### config.mk
export PLATFORM = sky130hd
export DESIGN_NAME = sbpf_fsm
export DESIGN_NICKNAME = d
export VERILOG_FILES = /design/src/hdl/sbpf_pkg.sv /design/src/hdl/sbpf_sync.sv /design/src/hdl/sbpf_fsm.sv
export SDC_FILE = /design/constraint.sdc
export NUM_CORES = 1
export LEC_CHECK = 0
export BUFFER_PORTS_ARGS = -buffer_cell sky130_fd_sc_hd__buf_2
export CAP_MARGIN = 20
export CORE_ASPECT_RATIO = 0.8
export CORE_MARGIN = 2
export CORE_UTILIZATION = 40
export CTS_BUF_LIST = sky130_fd_sc_hd__clkbuf_8
export DETAILED_ROUTE_END_ITERATION = 12
export PLACE_DENSITY = 0.61
export SYNTH_ARGS = -nofsm -noshare
export SYNTH_HDL_FRONTEND = slang
export SYNTH_HIERARCHICAL = 1
export SYNTH_SLANG_ARGS = --single-unit
### constraint.sdc
create_clock -name mclk -period 8.87 [get_ports mclk]
set_clock_uncertainty 0.15 [all_clocks]
set_input_delay 0.4435 -clock mclk [delete_from_list [all_inputs] [get_ports mclk]]
set_output_delay 0.4435 -clock mclk [all_outputs]
set_load 0.01 [all_outputs]
### src/hdl/sbpf_pkg.sv
// Constants, carriers and state codes of the standby, burst and
// protection supervisor.
// Assumes a single 25 MHz clock and comparator flags from analog blocks.
package sbpf_pkg;

	// =====================================================================
	// Clock and time base
	localparam int unsigned CLK_HZ = 25000000;
	localparam int unsigned TICK_US = 100;
	localparam int unsigned TICK_CYCLES = CLK_HZ / 1000000 * TICK_US;
	localparam int unsigned TICKS_PER_S = 1000000 / TICK_US;

	// =====================================================================
	// Line presence
	localparam int unsigned LINE_BLANK_MS = 240;
	localparam int unsigned LINE_BLANK_TICKS = LINE_BLANK_MS * 1000 / TICK_US;
	localparam int unsigned UNPLUG_MAX_MS = 800;
	localparam int unsigned BAND1_MIN_HZ = 47;
	localparam int unsigned BAND1_MAX_HZ = 53;
	localparam int unsigned BAND2_MIN_HZ = 57;
	localparam int unsigned BAND2_MAX_HZ = 63;
	// Period limits in ticks: shortest rounds up, longest rounds down
	localparam logic [7:0] P1_MIN =
		8'((TICKS_PER_S + BAND1_MAX_HZ - 1) / BAND1_MAX_HZ);
	localparam logic [7:0] P1_MAX = 8'(TICKS_PER_S / BAND1_MIN_HZ);
	localparam logic [7:0] P2_MIN =
		8'((TICKS_PER_S + BAND2_MAX_HZ - 1) / BAND2_MAX_HZ);
	localparam logic [7:0] P2_MAX = 8'(TICKS_PER_S / BAND2_MIN_HZ);

	// =====================================================================
	// Burst frequency code: reset value and limits
	localparam logic [7:0] FREQ_RST = 8'h80;
	localparam logic [7:0] FREQ_MIN = 8'h01;
	localparam logic [7:0] FREQ_MAX = 8'hff;

	typedef enum logic [4:0] {
		ST_COLD = 5'h01,
		ST_ACTIVE = 5'h02,
		ST_PAUSE = 5'h04,
		ST_BURST = 5'h08,
		ST_RESTART = 5'h10
	} sbpf_state_t;

	// Comparator flags, each asynchronous to mclk
	typedef struct packed {
		logic fb_below_enter;
		logic fb_at_wake;
		logic fb_at_exit;
		logic supply_above_turn_on;
		logic supply_below_turn_off;
		logic supply_below_wake;
		logic supply_above_overvoltage;
		logic temp_above_trip;
		logic temp_below_release;
	} sbpf_flags_t;

	// Configuration, all times in 100 us ticks
	typedef struct packed {
		logic discharge_enable;
		logic [15:0] burst_blank;
		logic [15:0] burst_on;
		logic [15:0] soft_len;
		logic [15:0] off_target;
		logic [15:0] off_min;
		logic [15:0] restart_break_time;
		logic [15:0] supply_overvoltage_blanking;
	} sbpf_cfg_t;

	typedef struct packed {
		logic pfc_run;
		logic llc_run;
		logic llc_soft;
		logic power_save;
		logic startup_cell;
		logic high_voltage_pin_sink;
		logic line_ok;
		logic [7:0] burst_switching_frequency;
	} sbpf_out_t;

endpackage : sbpf_pkg

### src/hdl/sbpf_sync.sv
// Two-flop synchroniser for a vector of independent levels.
// Assumes each bit is a slow level; bits are not coherent with each other.
`timescale 1ns/1ns
`default_nettype none
module sbpf_sync #(
	parameter int W = 1
) (
	input wire logic mclk, // System clock
	input wire logic srst, // Synchronous reset, high
	input wire logic [W-1:0] d, // Asynchronous levels
	output var logic [W-1:0] q // Synchronised levels
);
	logic [W-1:0] meta;

	always_ff @(posedge mclk) begin
		if (srst) begin
			meta <= '0;
			q <= '0;
		end else begin
			meta <= d;
			q <= meta;
		end
	end
endmodule : sbpf_sync
`default_nettype wire

### src/hdl/sbpf_fsm.sv
// Supervisor for line presence, burst standby, supply lockout,
// overvoltage, over-temperature and auto-restart.
// Assumes comparator flags and the line pulse are asynchronous levels and
// that configuration comes from logic on mclk.
// What this block does
// - One regular pulse per line period proves the line present
// - After pulses vanish, wait 240 ms blanking, then enable discharge
// - Unplug recognised well inside 800 ms after alternation stops
// - Recognised unplug turns on the sink cell on the high-voltage pin
// - Discharge feature selectable; disabled means no sink on unplug
// - Pulses count only with period inside 47-53 Hz or 57-63 Hz bands
// - Unplug check acts while in standby
// - Feedback low for entry blanking stops both stages, enters pause
// - Pause wakes on feedback wake level or supply below wake level
// - Burst lasts configured on-time with soft ramp at start and end
// - After a full burst, stop switching and sleep until next wake
// - Burst frequency adapts so off time settles near target
// - Feedback at exit level leaves burst for normal operation
// - Off time down to minimum limit also leaves burst
// - Supply lockout with turn-on and lower turn-off level hysteresis
// - Supply above overvoltage for blanking time enters auto-restart
// - Over-temperature enters auto-restart
// - Break end restarts only if cool, else another break
// - Auto-restart halts stages, sleeps, keeps startup cell on
// - After restart break, begin a fresh start-up
// - Cold start charges supply, goes active above turn-on level
`timescale 1ns/1ns
`default_nettype none
module sbpf_fsm #(
	parameter int unsigned TICK_CYCLES = sbpf_pkg::TICK_CYCLES,
	parameter int unsigned LINE_BLANK_TICKS = sbpf_pkg::LINE_BLANK_TICKS
) (
	input wire logic mclk, // 25 MHz clock
	input wire logic srst, // Synchronous reset, high
	input wire logic multi_function_pin, // Line pulse input
	input wire sbpf_pkg::sbpf_flags_t flags_in, // Raw comparator flags
	input wire sbpf_pkg::sbpf_cfg_t cfg, // Configuration
	output var sbpf_pkg::sbpf_out_t status // Registered controls
);

	// =====================================================================
	// Input synchronisation
	localparam int FW = $bits(sbpf_pkg::sbpf_flags_t);

	sbpf_pkg::sbpf_flags_t fl;
	logic line_s;
	logic [FW:0] raw_in;
	logic [FW:0] sync_out;

	assign raw_in = {multi_function_pin, flags_in};
	assign fl = sync_out[FW-1:0];
	assign line_s = sync_out[FW];

	sbpf_sync #(
		.W(FW + 1)
	) u_sync (
		.mclk(mclk),
		.srst(srst),
		.d(raw_in),
		.q(sync_out)
	);

	// =====================================================================
	// Tick divider
	logic [15:0] div;
	logic tick;

	assign tick = (div == 16'(TICK_CYCLES - 1));

	always_ff @(posedge mclk) begin
		if (srst || tick) begin
			div <= 16'h0000;
		end else begin
			div <= div + 16'h0001;
		end
	end

	// =====================================================================
	// Line presence
	function automatic logic in_band(input logic [7:0] p);
		in_band = (p >= sbpf_pkg::P1_MIN && p <= sbpf_pkg::P1_MAX) ||
			(p >= sbpf_pkg::P2_MIN && p <= sbpf_pkg::P2_MAX);
	endfunction : in_band

	logic line_d;
	logic [7:0] per_cnt;
	logic [15:0] gap_cnt;
	logic line_rise;
	logic good_pulse;
	logic unplug;

	assign line_rise = line_s && !line_d;
	assign good_pulse = line_rise && in_band(per_cnt);
	assign unplug = (gap_cnt >= 16'(LINE_BLANK_TICKS));

	always_ff @(posedge mclk) begin
		if (srst) begin
			line_d <= 1'b0;
			per_cnt <= 8'hff;
		end else begin
			line_d <= line_s;
			if (line_rise) begin
				per_cnt <= 8'h00;
			end else if (tick && per_cnt != 8'hff) begin
				per_cnt <= per_cnt + 8'h01;
			end
		end
	end

	// Gap starts at zero after reset, so with no in-band pulse the sink
	// may fire one blanking interval after reset, once in standby.
	always_ff @(posedge mclk) begin
		if (srst) begin
			gap_cnt <= 16'h0000;
		end else if (good_pulse) begin
			gap_cnt <= 16'h0000;
		end else if (tick && !unplug) begin
			gap_cnt <= gap_cnt + 16'h0001;
		end
	end

	// =====================================================================
	// Supply lockout and faults
	logic supply_on;
	logic [15:0] ovp_cnt;
	logic ovp_trip;
	logic fault;

	always_ff @(posedge mclk) begin
		if (srst) begin
			supply_on <= 1'b0;
		end else if (fl.supply_above_turn_on) begin
			supply_on <= 1'b1;
		end else if (fl.supply_below_turn_off) begin
			supply_on <= 1'b0;
		end
	end

	always_ff @(posedge mclk) begin
		if (srst || !fl.supply_above_overvoltage) begin
			ovp_cnt <= 16'h0000;
		end else if (tick && ovp_cnt != 16'hffff) begin
			ovp_cnt <= ovp_cnt + 16'h0001;
		end
	end

	assign ovp_trip = fl.supply_above_overvoltage &&
		(ovp_cnt >= cfg.supply_overvoltage_blanking);
	assign fault = ovp_trip || fl.temp_above_trip;

	// =====================================================================
	// Interval timers
	sbpf_pkg::sbpf_state_t state;
	sbpf_pkg::sbpf_state_t next_state;
	logic [15:0] tmr;
	logic [15:0] blank_cnt;
	logic burst_enter;
	logic wake;
	logic burst_done;
	logic break_end;
	logic restart_again;
	logic in_standby;

	assign burst_enter = fl.fb_below_enter &&
		(blank_cnt >= cfg.burst_blank);
	assign wake = fl.fb_at_wake || fl.supply_below_wake;
	assign burst_done = (tmr >= cfg.burst_on);
	assign break_end = (tmr >= cfg.restart_break_time);
	assign restart_again = (state == sbpf_pkg::ST_RESTART) && supply_on &&
		break_end && !fl.temp_below_release;
	assign in_standby = (state == sbpf_pkg::ST_PAUSE) ||
		(state == sbpf_pkg::ST_BURST);

	always_ff @(posedge mclk) begin
		if (srst || next_state != state || restart_again) begin
			tmr <= 16'h0000;
		end else if (tick && tmr != 16'hffff) begin
			tmr <= tmr + 16'h0001;
		end
	end

	always_ff @(posedge mclk) begin
		if (srst || state != sbpf_pkg::ST_ACTIVE || !fl.fb_below_enter) begin
			blank_cnt <= 16'h0000;
		end else if (tick && blank_cnt != 16'hffff) begin
			blank_cnt <= blank_cnt + 16'h0001;
		end
	end

	// =====================================================================
	// State machine
	always_comb begin
		next_state = state;
		case (state)
			sbpf_pkg::ST_COLD: begin
				if (supply_on) begin
					next_state = sbpf_pkg::ST_ACTIVE;
				end
			end
			sbpf_pkg::ST_ACTIVE: begin
				if (burst_enter) begin
					next_state = sbpf_pkg::ST_PAUSE;
				end
			end
			sbpf_pkg::ST_PAUSE: begin
				if (fl.fb_at_exit) begin
					next_state = sbpf_pkg::ST_ACTIVE;
				end else if (wake && tmr <= cfg.off_min) begin
					next_state = sbpf_pkg::ST_ACTIVE;
				end else if (wake) begin
					next_state = sbpf_pkg::ST_BURST;
				end
			end
			sbpf_pkg::ST_BURST: begin
				if (fl.fb_at_exit) begin
					next_state = sbpf_pkg::ST_ACTIVE;
				end else if (burst_done) begin
					next_state = sbpf_pkg::ST_PAUSE;
				end
			end
			sbpf_pkg::ST_RESTART: begin
				if (break_end && fl.temp_below_release) begin
					next_state = sbpf_pkg::ST_COLD;
				end
			end
			default: begin
				next_state = sbpf_pkg::ST_COLD;
			end
		endcase
		// Lockout outranks faults; outside cold start and restart a fault outranks normal flow
		if (!supply_on) begin
			next_state = sbpf_pkg::ST_COLD;
		end else if (fault && state != sbpf_pkg::ST_COLD &&
			state != sbpf_pkg::ST_RESTART) begin
			next_state = sbpf_pkg::ST_RESTART;
		end
	end

	always_ff @(posedge mclk) begin
		if (srst) begin
			state <= sbpf_pkg::ST_COLD;
		end else begin
			state <= next_state;
		end
	end

	// =====================================================================
	// Adaptive burst frequency
	// Only nudged once per wake so a noisy off time moves it by one step.
	logic freq_up;
	logic freq_dn;
	logic [7:0] freq;

	assign freq_up = (tmr > cfg.off_target) && freq != sbpf_pkg::FREQ_MAX;
	assign freq_dn = (tmr < cfg.off_target) && freq != sbpf_pkg::FREQ_MIN;

	always_ff @(posedge mclk) begin
		if (srst) begin
			freq <= sbpf_pkg::FREQ_RST;
		end else if (state == sbpf_pkg::ST_PAUSE &&
			next_state == sbpf_pkg::ST_BURST) begin
			if (freq_up) begin
				freq <= freq + 8'h01;
			end else if (freq_dn) begin
				freq <= freq - 8'h01;
			end
		end
	end

	// =====================================================================
	// Registered outputs
	logic nx_run;
	logic nx_soft;
	logic nx_sleep;
	logic nx_cell;
	logic nx_sink;
	logic [16:0] ramp_end;

	assign ramp_end = {1'b0, tmr} + {1'b0, cfg.soft_len};
	assign nx_run = (next_state == sbpf_pkg::ST_ACTIVE) ||
		(next_state == sbpf_pkg::ST_BURST);
	assign nx_soft = (next_state == sbpf_pkg::ST_BURST) &&
		(state != sbpf_pkg::ST_BURST || tmr < cfg.soft_len ||
		ramp_end >= {1'b0, cfg.burst_on});
	assign nx_sleep = (next_state == sbpf_pkg::ST_PAUSE) ||
		(next_state == sbpf_pkg::ST_RESTART);
	assign nx_cell = (next_state == sbpf_pkg::ST_COLD) ||
		(next_state == sbpf_pkg::ST_RESTART);
	assign nx_sink = unplug && cfg.discharge_enable &&
		((next_state == sbpf_pkg::ST_PAUSE) ||
		(next_state == sbpf_pkg::ST_BURST));

	always_ff @(posedge mclk) begin
		if (srst) begin
			status <= '0;
			status.startup_cell <= 1'b1;
			status.burst_switching_frequency <= sbpf_pkg::FREQ_RST;
		end else begin
			status.pfc_run <= nx_run;
			status.llc_run <= nx_run;
			status.llc_soft <= nx_soft;
			status.power_save <= nx_sleep;
			status.startup_cell <= nx_cell;
			status.high_voltage_pin_sink <= nx_sink;
			status.line_ok <= !unplug;
			status.burst_switching_frequency <= freq;
		end
	end
endmodule : sbpf_fsm
`default_nettype wire

After elaboration in Yosys (flattened, before gate mapping)
Cells that the tools add are included. Widths: inputs -> output; s select.

Word-level logic and storage cells: 129. Bits in registers: 137. Memory bits (read-only): 0. Latch bits: 0. Output and inout port bits: 15. Input port bits: 125. Memories kept: 0. Bits in writable memories: 0.

$add $sub $neg: 9. $mul: 0. Reduce and logical (&&, ||, !) cells: 49. Eq/ne operators: 22. Bitwise gates (word level): 0. Shift-type cells: 0. Div/mod/pow operators: 0. Multiplexer cells: 16. Order comparisons: 14.

Operators with widths (number): $add 16x1->16 const B (5); $ge 16x16->1 (4); $ne 16x16->1 const B (3); $mux 5 (9); $lt 16x16->1 (2); $mux 8 (4); $pmux 5 s5 (1); $logic_and 1x1->1 (24); $add 16x16->17 (1); $ge 17x16->1 (1); $add 8x1->8 const B (2); $eq 16x12->1 const B (1); $ge 16x12->1 const B (1); $ge 8x8->1 const B (2); $gt 16x16->1 (1); $le 16x16->1 (1); $le 8x8->1 const B (2); $ne 8x8->1 const B (2); $logic_or 1x1->1 (15); $eq 5x1->1 const B (2); $eq 5x2->1 const B (2); $eq 5x3->1 const B (2); $eq 5x4->1 const B (2); $eq 5x5->1 const B (2); 12 further kinds (19).

Depth between registers and ports, before layout
Word-level depth: 10. Depth in mapped cells: 16. Mapped depth without buffers: 16.

Cells and area by module
The synthesis kept the hierarchy.

Modules (own cells, without submodules): sbpf_fsm (sequential area each 2342.2 um2, times used 1, area an instance 9496.6 um2, cells each 1150); sbpf_sync (sequential area each 400.4 um2, times used 1, area an instance 618.1 um2, cells each 42).

Worst setup path after synthesis
No wires, ideal clock.

Kind: register to register. Start: register tmr[2]. End: register status[12] (netlist bit). Slack: 5.513 ns. Library setup time: 0.133 ns. Period minus slack after synthesis: 3.357 ns. Arrival time: 3.074 ns. Path buffers: 0. Cell stages (with the launch flop): 16. Cell sequence: dfxtp_1 ha_1 nand2b_4 a221oi_2 o221ai_2 o41ai_2 o211ai_1 a21oi_1 nor2_1 xnor2_1 ha_1 and3_1 a22oi_1 nand2_1 a311oi_1 a311oi_1.

Word-level cells in the longest chain between the ends: 9. Elaborated cells on any way between the ends: 20. Classes of those cells: add/sub: 1; order compare: 5; eq/ne: 1; mux: 8; reduce/logical: 5.

Ends and longest elaborated chain: start, declared (RTL line sbpf_fsm.sv:155) `logic [15:0] tmr;`; start signal, assigned (RTL line sbpf_fsm.sv:178) `tmr <= tmr + 16'h0001;`; $le 16x16->1 (RTL line sbpf_fsm.sv:208) `end else if (wake && tmr <= cfg.off_min) begin`; $logic_and 1x1->1 (RTL line sbpf_fsm.sv:208); $mux 5 (RTL line sbpf_fsm.sv:208); $mux 5 (RTL line sbpf_fsm.sv:206) `if (fl.fb_at_exit) begin`; $pmux 5 s5 (RTL line sbpf_fsm.sv:194) `case (state)`; $mux 5 (RTL line sbpf_fsm.sv:233) `end else if (fault && state != sbpf_pkg::ST_COLD &&`; $mux 5 (RTL line sbpf_fsm.sv:231) `if (!supply_on) begin`; $eq 5x4->1 (RTL line sbpf_fsm.sv:282) `assign nx_soft = (next_state == sbpf_pkg::ST_BURST) &&`; $logic_and 1x1->1 (*) (RTL line sbpf_fsm.sv:282); end, declared (RTL line sbpf_fsm.sv:38) `output var sbpf_pkg::sbpf_out_t status`.

Every way passes the cells marked *; elsewhere a longest branch is shown, timed or not. A chain may end at the register's enable or synchronous reset.

Worst setup path in the final report
Same ends and word-level chain as after synthesis.

==> impl_metrics.json <==
{
  "reg2reg_slack_ns": 4.90,
  "instances_no_fill": 1670,
  "crit_cells": 15,
  "final-hold-violation-count": 0,
  "dpl.hpwl_um": 18470,
  "grtUsageMet1_pct": 25.97,
  "diodes": 0,
  "rows": 52,
  "cts_buffers": 17,
  "routed_wl_um": 23540,
  "drcViolationCount": 0,
  "fin_crit_ns": 3.970,
  "fp.dieW_um": 181.8,
  "via_per_inst": 5.122,
  "r2r-end": "status[12]",
  "critical-path-top-delay-family": "compound AO/OA/AOI/OAI gates",
  "crit_chain": "ha_1, nand2b_4, a221oi_2, o221ai_2, o41ai_2, o211ai_1, a21oi_1, nor2_1, xnor2_1, ha_1, and3_1, a22oi_1, nand2_1, a311oi_1, a311oi_1",
  "grt-ovfl-total": 0,
  "fin_tns_setup_ns": 0,
  "power_density_nw_per_um2": 114.3,
  "startpoint": "tmr[2]",
  "cts.clk_slew.worst_paths_ns": 0.09,
  "drive_above_1_share_pct": 18.50,
  "synth_seq_cells": 137,
  "dr.pass1.iters": 5,
  "areaGrowthSynthToFinish_pct": 14.04,
  "synth_top_area_share_pct": 27.12,
  "fmax_mhz": 251.9,
  "crit_path_end": "status[12]",
  "synth.largest_area_cell": "dfxtp_1",
  "arrival_ns": 4.12,
  "drt_iter0_markers": 522,
  "setup_viol": 0,
  "portBuffers": 139,
  "maxCapViolCount": 0,
  "dpl.cell_count": 1638,
  "dr_total_vias": 8554,
  "synth.avg_cell_area_um2": 8.485,
  "max-vdd-ir-drop_mv": 0.09944,
  "ctsHoldBuffers": 0,
  "grt_max_degree": 58,
  "cts_buffer_depth": 2,
  "grt_pass1_wl_um": 39320,
  "grtUsageTotal_pct": 18.14,
  "fin_crit_sh_pct": 44.76,
  "yosysUniqueCellTypes": 93,
  "synth_nets": 1474,
  "seq_area_frac_synth_pct": 27.12,
  "antenna_left": 0,
  "cts_setup_buffers": 0,
  "wire_per_inst_um": 14.10,
  "die_h_um": 146.2,
  "clk-insertion-delay-late_ns": 0.46,
  "first_global_vias": 8160,
  "worst_hold_path_type": "input port to flip-flop",
  "grt_setup_unrepaired": "no",
  "total_power_uw": 1319,
  "cts_tree": "yes",
  "worst_pin_slew_ns": 1.010,
  "io-pin-count": 140,
  "synthFlopType": "dfxtp_1",
  "leakage_uw": 0.005442,
  "run_status": "complete, no violations",
  "worstReg2RegStart": "tmr[2]",
  "slew_violations": 0,
  "dpl_cell_area_um2": 11110,
  "worstRegToRegCells": 15,
  "synth-edff-count": 0,
  "finalNetCount": 1615,
  "path_class": "flip-flop to flip-flop",
  "start_util_pct": 40.38,
  "grtUsageMet3_pct": 3.068,
  "async_reset_ff_share_pct": 0,
  "syn_area_um2": 10110,
  "cpMaxStageDelayCell": "dfxtp_1",
  "ys_warn_count": 6,
  "start_kind": "flip-flop",
  "gr-usage-met2_pct": 28.47,
  "globalplace.congestion": 0.8741,
  "worstPathRequired_ns": 9.02,
  "cts_resized": 0,
  "path_buf_inv": 0,
  "path_max_fanout": 10,
  "cts.sinks": 137,
  "endpoint_kind": "flip-flop",
  "synth_cells": 1192,
  "root_buffer": "clkbuf_8",
  "grt-busiest-layer": "met2",
  "ys_top_cells_by_area": "dfxtp_1, ha_1, inv_1",
  "post-route-cell-area_um2": 11530,
  "relSlewSlack_pct": 32.33,
  "cts_htree_levels": 4,
  "n_fill_cell": 2489,
  "core_um2": 25050,
  "grt_antenna_before_repair": 0,
  "hold_slack_ns": 0.04388,
  "cpPeakStageDelay_ns": 0.60,
  "dieArea_um2": 26580
}
[per-stage QoR]
step / setup WS, ns / utilization, %
after floorplan: 5.513 / -
after global placement: 5.109 / 44.37
after detailed placement: 4.980 / 44.37
after CTS: 4.960 / 46.05
after global routing: 4.732 / 46.05
final: 4.900 / 46.05
[synthesized netlist by cell type (3+ instances only)]
cell type,number
a21oi_1,74
clkbuf_1,8
o21ai_1,3
or2_2,3
o21ai_0,43
and2_1,3
o41ai_1,4
and4_1,7
inv_1,137
a21o_1,18
o21bai_1,12
xnor2_1,29
nand2b_1,10
o211ai_1,8
and3_1,20
nand3b_1,4
a31oi_1,10
or3_1,26
dfxtp_1,137
nor3b_1,4
nor3_1,21
buf_4,3
nand2_1,65
nor2_1,118
o2111ai_1,6
nor2b_2,16
nor3_2,12
o21a_1,5
ha_1,156
nand4_1,35
buf_6,3
buf_2,3
nand3_1,35
nor2b_1,17
nor2b_4,4
mux2_2,3
xor2_1,47
a211oi_1,6
mux2i_1,6
[layer usage]
metal	wire [um]	vias to the layer above
met5	0	-
met4	236	0
met3	1008	19
met2	9977	186
met1	12320	3869
li1	-	4480
[final cells by class]
class	instances	area (um^2)	share of cell area (%)
Clock buffer	18	247.7	2.148
Multi-Input combinational cell	897	6726	58.31
Clock inverter	14	173.9	1.508
Inverter	138	520.5	4.512
Sequential cell	137	2743	23.78
Timing Repair Buffer	142	718.2	6.226
Tap cell	324	405.4	3.514
[layout by cell type, fill, tap and decap left out, types with 16 or more instances in the layout]
cell,netlist,routed
ha_1,156,156
buf_2,3,139
inv_1,137,138
dfxtp_1,137,137
nor2_1,118,118
a21oi_1,74,74
nand2_1,65,65
xor2_1,47,47
o21ai_0,43,43
nand4_1,35,35
nand3_1,35,35
xnor2_1,29,29
or3_1,26,26
nor3_1,21,21
and3_1,20,20
a21o_1,18,18
clkbuf_8,0,18
nor2b_1,17,17
nor2b_2,16,16
[state kept, by name, indices dropped and copies added, names as in the netlist, 5 cells and up]
signal / flops
blank_cnt: 16
div: 16
gap_cnt: 16
ovp_cnt: 16
tmr: 16
status: 14
u_sync/meta: 10
u_sync/q: 10
freq: 8
per_cnt: 8
state: 5
[kinds of logic after synthesis]
group                      after synthesis  synth area share, %
AOI/OAI and AO/OA                      231                15.97
xor gates and xnor gates                76                6.581
adders and majority gates              157                19.50
buffers and inverters                  158                6.383
DFF                                    137                27.12
muxes                                    9               0.9278
and+or+nand+nor                        424                23.53
[worst min path at each step]
stage	startpoint	end	slack (ns)	cells after the start
2_1_floorplan	u_sync/q[5]	supply_on	0.26	2
3_3_place_gp	u_sync/meta[0]	u_sync/q[0]	0.27	1
3_5_place_dp	u_sync/meta[8]	u_sync/q[8]	0.28	1
4_1_cts	flags_in[5]	u_sync/meta[5]	0.02	2
5_1_grt	flags_in[1]	u_sync/meta[1]	0.03	2
6_report	flags_in[5]	u_sync/meta[5]	0.04	2
[where the power goes]
group | leakage [uW] | total, uW | internal (uW) | switching, uW
logic | 0.00412 | 142 | 64.2 | 77.3
registers | 0.00111 | 630 | 623 | 7.14
clock network | 0.000207 | 547 | 287 | 260
(Power assumes the default switching activity.)
